**src/common/sync_source_pkg.sv**
```systemverilog
// Constants, codes and carrier types for the compare sync source selector
package sync_source_pkg;

   // ----------------------------------------------------------------
   // Register bus geometry
   // ----------------------------------------------------------------
   localparam int ADDR_WIDTH = 4;              // Register address width
   localparam int DATA_WIDTH = 16;             // Register data width

   // ----------------------------------------------------------------
   // Register offsets
   // ----------------------------------------------------------------
   localparam logic [ADDR_WIDTH-1:0] OFS_SYNC_CONTROL = 4'h0; // Source select
   localparam logic [ADDR_WIDTH-1:0] OFS_UNIT_CONTROL = 4'h1; // Unit on/off
   localparam logic [ADDR_WIDTH-1:0] OFS_UNIT_STATUS  = 4'h2; // Status flags

   // ----------------------------------------------------------------
   // Field positions
   // ----------------------------------------------------------------
   localparam int SEL_LSB       = 0;           // Select field low bit
   localparam int SEL_MSB       = 4;           // Select field high bit
   localparam int ENABLE_BIT    = 0;           // Unit enable bit
   localparam int SEEN_BIT      = 0;           // Sticky event seen
   localparam int SELF_BIT      = 1;           // Own unit selected
   localparam int INERT_BIT     = 2;           // Inert code selected

   // ----------------------------------------------------------------
   // Selection codes
   // ----------------------------------------------------------------
   localparam logic [4:0] SEL_NONE      = 5'h00; // No source
   localparam logic [4:0] SEL_OC_FIRST  = 5'h01; // Compare unit one
   localparam logic [4:0] SEL_OC_LAST   = 5'h04; // Compare unit four
   localparam logic [4:0] SEL_TRIG_GEN  = 5'h0A; // Trigger generator output
   localparam logic [4:0] SEL_TMR_FIRST = 5'h0B; // Timer one
   localparam logic [4:0] SEL_IC_FIRST  = 5'h10; // Input capture one
   localparam logic [4:0] SEL_CMP_FIRST = 5'h18; // Analog comparator one
   localparam logic [4:0] SEL_ADC       = 5'h1B; // Converter
   localparam logic [4:0] SEL_CHARGE_TIME_MEASURE_BLOCK      = 5'h1C; // Charge time block
   localparam logic [4:0] SEL_IRQ_ONE   = 5'h1D; // External pin one
   localparam logic [4:0] SEL_IRQ_TWO   = 5'h1E; // External pin two
   localparam logic [4:0] SEL_OWN_MATCH = 5'h1F; // Own secondary match

   // ----------------------------------------------------------------
   // Counts and reset values
   // ----------------------------------------------------------------
   localparam int NUM_CODES   = 32;            // Codes of the select field
   localparam int NUM_UNITS   = 4;             // Compare units
   localparam int NUM_TIMERS  = 5;             // Timers
   localparam int NUM_CAPTURE = 4;             // Capture units
   localparam int NUM_CMP     = 3;             // Analog comparators
   localparam logic [4:0] SEL_RESET = 5'h0C;   // Timer two after reset

   // ----------------------------------------------------------------
   // Carrier types
   // ----------------------------------------------------------------
   typedef struct packed {
      logic [ADDR_WIDTH-1:0] addr;             // Register index
      logic [DATA_WIDTH-1:0] wdata;            // Write data
      logic                  write;            // Write strobe
      logic                  read;             // Read strobe
   } reg_req_s;

   typedef struct packed {
      logic                   own_match;                 // Own match pulse
      logic                   external_irq_pin_one;      // Pin one level
      logic                   external_irq_pin_two;      // Pin two level
      logic                   charge_time_measure_block; // Charge time event
      logic                   adc_event;                 // Converter event
      logic [NUM_CMP-1:0]     analog_comparator;         // Comparators 1..3
      logic [NUM_CAPTURE-1:0] input_capture;             // Captures 1..4
      logic [NUM_TIMERS-1:0]  timer_event;               // Timers 1..5
      logic [NUM_UNITS-1:0]   trigger_generator_output;  // Generator 0..3
      logic [NUM_UNITS-1:0]   other_compare_unit;        // Trigger outs 1..4
   } source_events_s;

endpackage

```
**src/logic/event_edge_sync.sv**
```systemverilog
// Two-stage synchroniser with rising edge detection for a vector of events
`timescale 1ns/1ps

module event_edge_sync
#(
   parameter int WIDTH = 32                   // Number of event lines
)
(
   input  wire logic             clk_sys,     // System clock
   input  wire logic             rst,         // Synchronous reset
   input  wire logic [WIDTH-1:0] event_in,    // Raw event levels
   output      logic [WIDTH-1:0] event_pulse  // One-cycle rising edges
);

   // ----------------------------------------------------------------
   // Parameter check
   // ----------------------------------------------------------------
   if (WIDTH < 1)
   begin : g_bad_width
      $error("event_edge_sync: WIDTH must be at least one");
   end

   // ----------------------------------------------------------------
   // State
   // ----------------------------------------------------------------
   typedef struct packed {
      logic [WIDTH-1:0] stage_one;            // First synchroniser stage
      logic [WIDTH-1:0] stage_two;            // Second synchroniser stage
      logic [WIDTH-1:0] previous;             // Stage two one cycle ago
   } edge_state_s;

   edge_state_s state;                        // Registered state
   edge_state_s next_state;                   // Next state

   // Shift the chain; stage one feeds only stage two
   always_comb
   begin
      next_state           = state;
      next_state.stage_one = event_in;
      next_state.stage_two = state.stage_one;
      next_state.previous  = state.stage_two;
   end

   // Register the state
   always_ff @(posedge clk_sys)
   begin
      if (rst)
      begin
         state <= '0;
      end
      else
      begin
         state <= next_state;
      end
   end

   // Edge seen after synchronisation
   assign event_pulse = state.stage_two & ~state.previous;

endmodule // event_edge_sync

```
**src/logic/compare_sync_source_select.sv**
```systemverilog
// Sync and trigger source selection for one output compare unit
//
// Design decisions made here: the address-and-strobe port and the register offsets.
`timescale 1ns/1ps


module compare_sync_source_select
#(
   parameter int UNIT_INDEX = 1               // This unit, one to four
)
(
   input  wire logic                             clk_sys,
   input  wire logic                             rst,
   input  wire sync_source_pkg::reg_req_s        reg_req,
   output      logic [sync_source_pkg::DATA_WIDTH-1:0] reg_rdata,
   input  wire sync_source_pkg::source_events_s  src,
   output      logic                             sync_event,
   output      logic                             trigger_out,
   output      logic                             unit_enabled
);

   // ----------------------------------------------------------------
   // Parameter check
   // ----------------------------------------------------------------
   if (UNIT_INDEX < 1 || UNIT_INDEX > sync_source_pkg::NUM_UNITS)
   begin : g_bad_unit
      $error("compare_sync_source_select: UNIT_INDEX out of range");
   end

   // The field must span the code space and each source group its codes
   if (sync_source_pkg::NUM_CODES != 2 ** (sync_source_pkg::SEL_MSB + 1) ||
       sync_source_pkg::NUM_UNITS != 4 || sync_source_pkg::NUM_TIMERS != 5 ||
       sync_source_pkg::NUM_CAPTURE != 4 || sync_source_pkg::NUM_CMP != 3)
   begin : g_bad_layout
      $error("compare_sync_source_select: package counts do not fit the codes");
   end

   // Code that would name this unit as its own source
   localparam logic [4:0] SEL_SELF =
      5'(sync_source_pkg::SEL_OC_FIRST + UNIT_INDEX - 1);

   // ----------------------------------------------------------------
   // Decoding helpers
   // ----------------------------------------------------------------

   // True when a code is one of the reserved, inert ones
   // Reserved codes sit in two gaps of the code space
   function automatic logic code_is_inert(input logic [4:0] code);
      logic low_gap;                          // Between units and generator
      logic high_gap;                         // Between captures and comparators

      begin
         low_gap  = (code > sync_source_pkg::SEL_OC_LAST) &&
                    (code < sync_source_pkg::SEL_TRIG_GEN);
         high_gap = (code >= 5'h14) &&
                    (code < sync_source_pkg::SEL_CMP_FIRST);
         code_is_inert = low_gap || high_gap;
      end
   endfunction

   // True when a code routes a live source to this unit
   function automatic logic code_is_live(input logic [4:0] code);
      begin
         code_is_live = (code != sync_source_pkg::SEL_NONE) &&
                        !code_is_inert(code) &&
                        (code != SEL_SELF);
      end
   endfunction

   // ----------------------------------------------------------------
   // State
   // ----------------------------------------------------------------
   typedef struct packed {
      logic [4:0]                         sel;        // Source select
      logic                               enabled;    // Unit switched on
      logic                               seen;       // Sticky event flag
      logic                               sync_event; // Sync pulse out
      logic                               trig_out;   // Trigger out pulse
      logic [sync_source_pkg::DATA_WIDTH-1:0] rdata;  // Read data
   } sel_state_s;

   sel_state_s state;                         // Registered state
   sel_state_s next_state;                    // Next state

   // ----------------------------------------------------------------
   // Event vector indexed by selection code
   // ----------------------------------------------------------------
   logic [sync_source_pkg::NUM_CODES-1:0] raw_events;   // Raw levels
   logic [sync_source_pkg::NUM_CODES-1:0] event_pulses; // Synced edges

   // Place each source at the index equal to its code
   // Codes with no source stay low, so reserved codes can never pulse
   always_comb
   begin
      raw_events = '0;

      // Other compare units' trigger outs
      for (int i = 0; i < sync_source_pkg::NUM_UNITS; i++)
      begin
         raw_events[32'(sync_source_pkg::SEL_OC_FIRST) + i] =
            src.other_compare_unit[i];
      end

      // Generator output dedicated to this unit
      raw_events[sync_source_pkg::SEL_TRIG_GEN] =
         src.trigger_generator_output[UNIT_INDEX-1];

      // Timers in ascending order
      for (int i = 0; i < sync_source_pkg::NUM_TIMERS; i++)
      begin
         raw_events[32'(sync_source_pkg::SEL_TMR_FIRST) + i] =
            src.timer_event[i];
      end

      // Capture events in ascending order
      for (int i = 0; i < sync_source_pkg::NUM_CAPTURE; i++)
      begin
         raw_events[32'(sync_source_pkg::SEL_IC_FIRST) + i] =
            src.input_capture[i];
      end

      // Comparators in ascending order
      for (int i = 0; i < sync_source_pkg::NUM_CMP; i++)
      begin
         raw_events[32'(sync_source_pkg::SEL_CMP_FIRST) + i] =
            src.analog_comparator[i];
      end

      // Single sources at the top of the code space
      raw_events[sync_source_pkg::SEL_ADC]  = src.adc_event;
      raw_events[sync_source_pkg::SEL_CHARGE_TIME_MEASURE_BLOCK] =
         src.charge_time_measure_block;
      raw_events[sync_source_pkg::SEL_IRQ_ONE] =
         src.external_irq_pin_one;
      raw_events[sync_source_pkg::SEL_IRQ_TWO] =
         src.external_irq_pin_two;
      raw_events[sync_source_pkg::SEL_OWN_MATCH] =
         src.own_match;
   end

   // Synchronise every line and find its rising edge
   // The mux sits behind the chain: one chain serves every code, and a
   // select change also acts on edges already in flight
   event_edge_sync
   #(
      .WIDTH       (sync_source_pkg::NUM_CODES)
   )
   u_edge_sync
   (
      .clk_sys     (clk_sys),
      .rst         (rst),
      .event_in    (raw_events),
      .event_pulse (event_pulses)
   );

   // ----------------------------------------------------------------
   // Next-state logic
   // ----------------------------------------------------------------
   logic sel_live;                            // Current code is routable
   logic picked;                              // Selected line pulsed
   logic write_enable;                        // Unit control written
   logic clear_seen;                          // Software clears flag

   // Decode bus access and the selected event
   // A unit that names itself is treated as having no source
   always_comb
   begin
      sel_live     = code_is_live(state.sel);
      picked       = sel_live && event_pulses[state.sel];
      write_enable = reg_req.write &&
                     (reg_req.addr == sync_source_pkg::OFS_UNIT_CONTROL);
      clear_seen   = reg_req.write &&
                     (reg_req.addr == sync_source_pkg::OFS_UNIT_STATUS) &&
                     reg_req.wdata[sync_source_pkg::SEEN_BIT];
   end

   // Compute the next state
   always_comb
   begin
      next_state = state;

      // Select field write; upper bits are not stored
      if (reg_req.write &&
          (reg_req.addr == sync_source_pkg::OFS_SYNC_CONTROL))
      begin
         next_state.sel =
            reg_req.wdata[sync_source_pkg::SEL_MSB:
                          sync_source_pkg::SEL_LSB];
      end

      // Unit on/off and the trigger pulse on switch-off
      // Units that select this one still take the pulse; software must
      // deselect this unit there before switching it off
      next_state.trig_out = 1'b0;
      if (write_enable)
      begin
         next_state.enabled =
            reg_req.wdata[sync_source_pkg::ENABLE_BIT];
         // Falling from on to off
         if (state.enabled &&
             !reg_req.wdata[sync_source_pkg::ENABLE_BIT])
         begin
            next_state.trig_out = 1'b1;
         end
      end

      // Sync pulse follows the selected source
      next_state.sync_event = picked;

      // Sticky flag: a new event beats a clear
      // so an event that lands with the clear is never lost
      if (picked)
      begin
         next_state.seen = 1'b1;
      end
      else if (clear_seen)
      begin
         next_state.seen = 1'b0;
      end

      // Read data for the cycle after the strobe
      // and zero in every other cycle
      next_state.rdata = '0;
      if (reg_req.read)
      begin
         case (reg_req.addr)
            // Select field in the low bits
            sync_source_pkg::OFS_SYNC_CONTROL:
            begin
               next_state.rdata[sync_source_pkg::SEL_MSB:
                                sync_source_pkg::SEL_LSB] = state.sel;
            end

            // Enable bit
            sync_source_pkg::OFS_UNIT_CONTROL:
            begin
               next_state.rdata[sync_source_pkg::ENABLE_BIT] =
                  state.enabled;
            end

            // Status flags
            sync_source_pkg::OFS_UNIT_STATUS:
            begin
               next_state.rdata[sync_source_pkg::SEEN_BIT] = state.seen;
               next_state.rdata[sync_source_pkg::SELF_BIT] =
                  (state.sel == SEL_SELF);
               next_state.rdata[sync_source_pkg::INERT_BIT] =
                  code_is_inert(state.sel);
            end

            // Unmapped reads return zero
            default:
            begin
               next_state.rdata = '0;
            end
         endcase
      end
   end

   // ----------------------------------------------------------------
   // State register
   // ----------------------------------------------------------------

   // Register the whole state; reset selects timer two
   // The synchroniser shares this reset, so no stale edge follows it
   always_ff @(posedge clk_sys)
   begin
      if (rst)
      begin
         state            <= '0;
         state.sel        <= sync_source_pkg::SEL_RESET;
      end
      else
      begin
         state <= next_state;
      end
   end

   // ----------------------------------------------------------------
   // Outputs, all straight from flip-flops
   // ----------------------------------------------------------------
   // Pulses last one cycle; the enable level holds until rewritten
   assign reg_rdata    = state.rdata;         // Read data
   assign sync_event   = state.sync_event;    // Selected event pulse
   assign trigger_out  = state.trig_out;      // Switch-off pulse
   assign unit_enabled = state.enabled;       // Unit on

endmodule // compare_sync_source_select

```
**config.mk**
```make
export PLATFORM = sky130hd
export DESIGN_NAME = compare_sync_source_select
export DESIGN_NICKNAME = d
export VERILOG_FILES = /design/src/common/sync_source_pkg.sv /design/src/logic/event_edge_sync.sv /design/src/logic/compare_sync_source_select.sv
export SDC_FILE = /design/constraint.sdc
export NUM_CORES = 1
export LEC_CHECK = 0
export BUFFER_PORTS_ARGS = -buffer_cell sky130_fd_sc_hd__buf_2
export CAP_MARGIN = 5
export CORE_MARGIN = 10
export CORE_UTILIZATION = 47
export DETAILED_ROUTE_END_ITERATION = 16
export MAX_ROUTING_LAYER = met4
export PLACE_DENSITY_LB_ADDON = 0.08
export REMOVE_ABC_BUFFERS = 1
export SLEW_MARGIN = 20
export SYNTH_ARGS = -nofsm -noshare
export SYNTH_HDL_FRONTEND = slang
export SYNTH_SLANG_ARGS = --single-unit
```
**constraint.sdc**
```tcl
create_clock -name clk_sys -period 1.5 [get_ports clk_sys]
set_input_delay 0 -clock clk_sys [delete_from_list [all_inputs] [get_ports clk_sys]]
set_output_delay 0 -clock clk_sys [all_outputs]
set_load 0.01 [all_outputs]
```
==> impl_results.md <==
- Outcome: finished, violations left
- Failing checks: negative setup slack
- Layout fillers: 458
- Startpoint of the tightest hold check path: reg_req[20]
- Most common cell in the netlist: dfxtp_1
- Insertion delay of the later-clocked pin in the worst-skew pair: 340 ps
- First-pass iteration count of the detailed router: 4
- GRT overflow: 0
- TritonCTS buffer count: 9
- Least setup slack across all paths after layout: -78.4 ps
- Maximum frequency from static timing analysis: 634 MHz
- DRC violation count after routing: 0
- Antenna violations before repair: 0
- FF+latch count, synth: 80
- Gp weighted congestion: 0.892
- R2r endpoint: state[18]
- Initial DRC Count: 57
- Ant. Diodes: 0
- Library cells used by synthesis: 41
- Final cell count without fillers: 419
- Number of cells in the design after placement: 370
- Number of instances in the synthesized netlist: 260
- Total via count after detailed routing: 1,912
- Sum Neg Setup Slack: -78.4 ps
- Tcrit/Tclk final: 1.05
- Worst min-delay path category: in2reg
- Total leakage power: 1.53 nW
- Share of post-route cells with drive strength above 1: 0.242
- Number of nets in the layout: 391
- CTS sink count: 80
- Worst Hold Endpoint: reg_rdata[0]
- Mean Syn Cell Area: 10.7 µm²
- DR WL/cell: 12.0 µm
- Number of synthesized flops with an enable pin: 0
- Final Instance Area: 0.00361 mm²
- I/O pin total: 68
- Share of the synthesized area in the top cell type: 0.575
- Main area contributors after synthesis: dfxtp_1, nor2b_1, buf_4, nor2_1, mux2i_1
- Row count: 27
- Min Tclk post-route: 1580 ps
- Slew Viols, Final: 0
- Effective utilization at floorplan: 0.494
- # Post-CTS Setup Buffers: 0
- Crit path required time: 1790 ps
- Kind of launch point of the worst setup path: register
- Netlist Area Pre-Place: 0.00279 mm²
- Library cell used as clock root buffer: clkbuf_8
- Hold Crit Depth: 3
- Synth area leader: dfxtp_1
- Reg-to-reg critical path startpoint: state[20]
- Synthesis-to-layout area growth: 29.6%
- Top_reg_cell synth: dfxtp_1
- Crit-path max FO: 9
- Clock slew at the register clock pins of the worst setup and hold paths: 70 ps
- Setup repair after global routing missed its margin: true
- Antenna Nets Post-Route: 0
- Worst clock skew: 3.78 ps
- Vias in the first global route: 1,968
- R2R Setup Slk: -80 ps
- CP Data Arrival Time: 1860 ps
- Share of async-settable or async-resettable flops after synthesis: 0
- Total wirelength of the detailed-routed design: 5030 µm
- Portion of the post-synthesis area used by sequential elements: 0.575
- Post-place setup slack: -227 ps
- Path depth of the worst reg2reg path: 6
- Area of the placeable core: 0.00564 mm²
- Type of element capturing the critical path: register
- Drt via density: 4.56
- Peak ir drop on the vdd network: 0.000723 V
- Global-route wire length before repair: 8770 µm
- Category of the most critical setup path: reg2reg
- H-tree level count: 3
- Clock tree from TritonCTS: built
- Power Density: 1090 mW/mm²
- GRT Util Overall: 0.114
- Instance area after placement: 0.00303 mm²
- Number of max-capacitance violations reported: 0
- Number of warnings issued by yosys: 0
- Detailed placement HPWL: 3370 µm
- Hold Vio Cnt, Final: 0
- Floorplan die height: 97.0 µm
- Largest net degree at the start of global routing: 41
- DIE AREA: 0.00941 mm²
- List of most frequent post-synthesis cells: dfxtp_1, nor2b_1, buf_4
- Maximum buffer depth of the clock tree: 2
- Number of setup violations in the final report: 1
- Quantity of I/O buffers inserted on ports: 42
- Die extent in x: 97.0 µm
==> critical path, cell delays in order, from the launching register on <==
cell and delay [ps]:
dfxtp_4 380, buf_4 140, nor2_1 90, a311oi_1 100
a2111o_1 400, a311oi_2 260, a31o_1 140
==> flip-flops by register name (all words and copies together), names as in the netlist <==
signal	count
unit_enabled	1
u_edge_sync.state	22
state	6
trigger_out	1
u_edge_sync.next_state	44
sync_event	1
reg_rdata	5
==> metal layers <==
metal | GRT usage | share of wire | wire length [µm] | up-vias
li1 | - | - | - | 992
met5 | - | 0 | 0 | -
met1 | 0.134 | 0.51 | 2580 | 857
met4 | 0.0631 | 0.019 | 94 | 0
met3 | 0.0397 | 0.049 | 247 | 9
met2 | 0.165 | 0.42 | 2110 | 54
==> timing repair <==
action                                  4_1_cts  5_1_grt
endpoints found under the hold margin        32        0
gates resized for setup                       7        5
endpoints found under the setup margin        2        2
cloned                                        0        0
pin swaps                                     2        0
hold buffers                                 33        0
==> layout by cell type (no fill, tap or decap), types with 2 or more instances in the layout <==
master / netlist / routed
dfxtp_1: 80 / 78
conb_1: 1 / 11
inv_1: 8 / 8
nor3_1: 3 / 3
nand2_1: 5 / 5
dlygate4sd3_1: 0 / 33
mux2i_1: 5 / 5
dfxtp_4: 0 / 2
buf_4: 16 / 13
nand3b_1: 4 / 4
nor2b_1: 62 / 62
nand2b_1: 7 / 7
nand4b_1: 2 / 2
and3b_1: 2 / 2
clkbuf_8: 0 / 12
a32oi_1: 2 / 2
buf_2: 0 / 42
o21ai_0: 4 / 4
nand4_1: 3 / 3
clkbuf_1: 8 / 2
nor2_1: 15 / 15
o211ai_1: 2 / 2
nor3b_1: 3 / 2
==> worst max path at each step <==
stage,start,endpoint,slack (ps),cells after the start
6_report,state[20],state[18],-80,6
5_1_grt,state[20],state[18],-140,6
4_1_cts,state[20],state[18],-70,5
3_5_place_dp,state[21],state[18],-230,5
3_3_place_gp,state[20],state[18],-150,5
2_1_floorplan,state[20],state[18],-140,5
==> stage by stage <==
stage,power [W],util,hold WS [ps]
after floorplan,0.00238,-,66.7
after CTS,0.00398,0.635,4.84
final,0.00394,0.640,18.6
after detailed placement,0.00249,0.538,212
after global placement,0.00248,0.538,207
after global routing,0.00412,0.640,6.42
==> logic make-up after synthesis <==
| logic type | share of synthesized area |
|---|---|
| simple gates | 0.250 |
| flops | 0.575 |
| buf+inv | 0.0822 |
| compound gates | 0.0737 |
| mux | 0.0180 |
| other cells | 0.00135 |
==> power by group <==
part           total [W]  leakage [nW]  switching, W  internal [W]
logic           0.000281         0.778      0.000119      0.000163
registers        0.00222         0.658     0.0000252       0.00220
clock network    0.00144        0.0927      0.000701      0.000736
total            0.00394          1.53      0.000845       0.00310
==> layout make-up <==
cell class	instances	area, µm²	area share
clock buffer	14	173	0.0479
clock inverter	2	12.5	0.00347
inverter	9	33.8	0.00936
multi-input combinational	153	1040	0.288
sequential	80	1610	0.446
tap	72	90.1	0.0250
timing repair buffer	89	649	0.180
(Power assumes the default switching activity.)
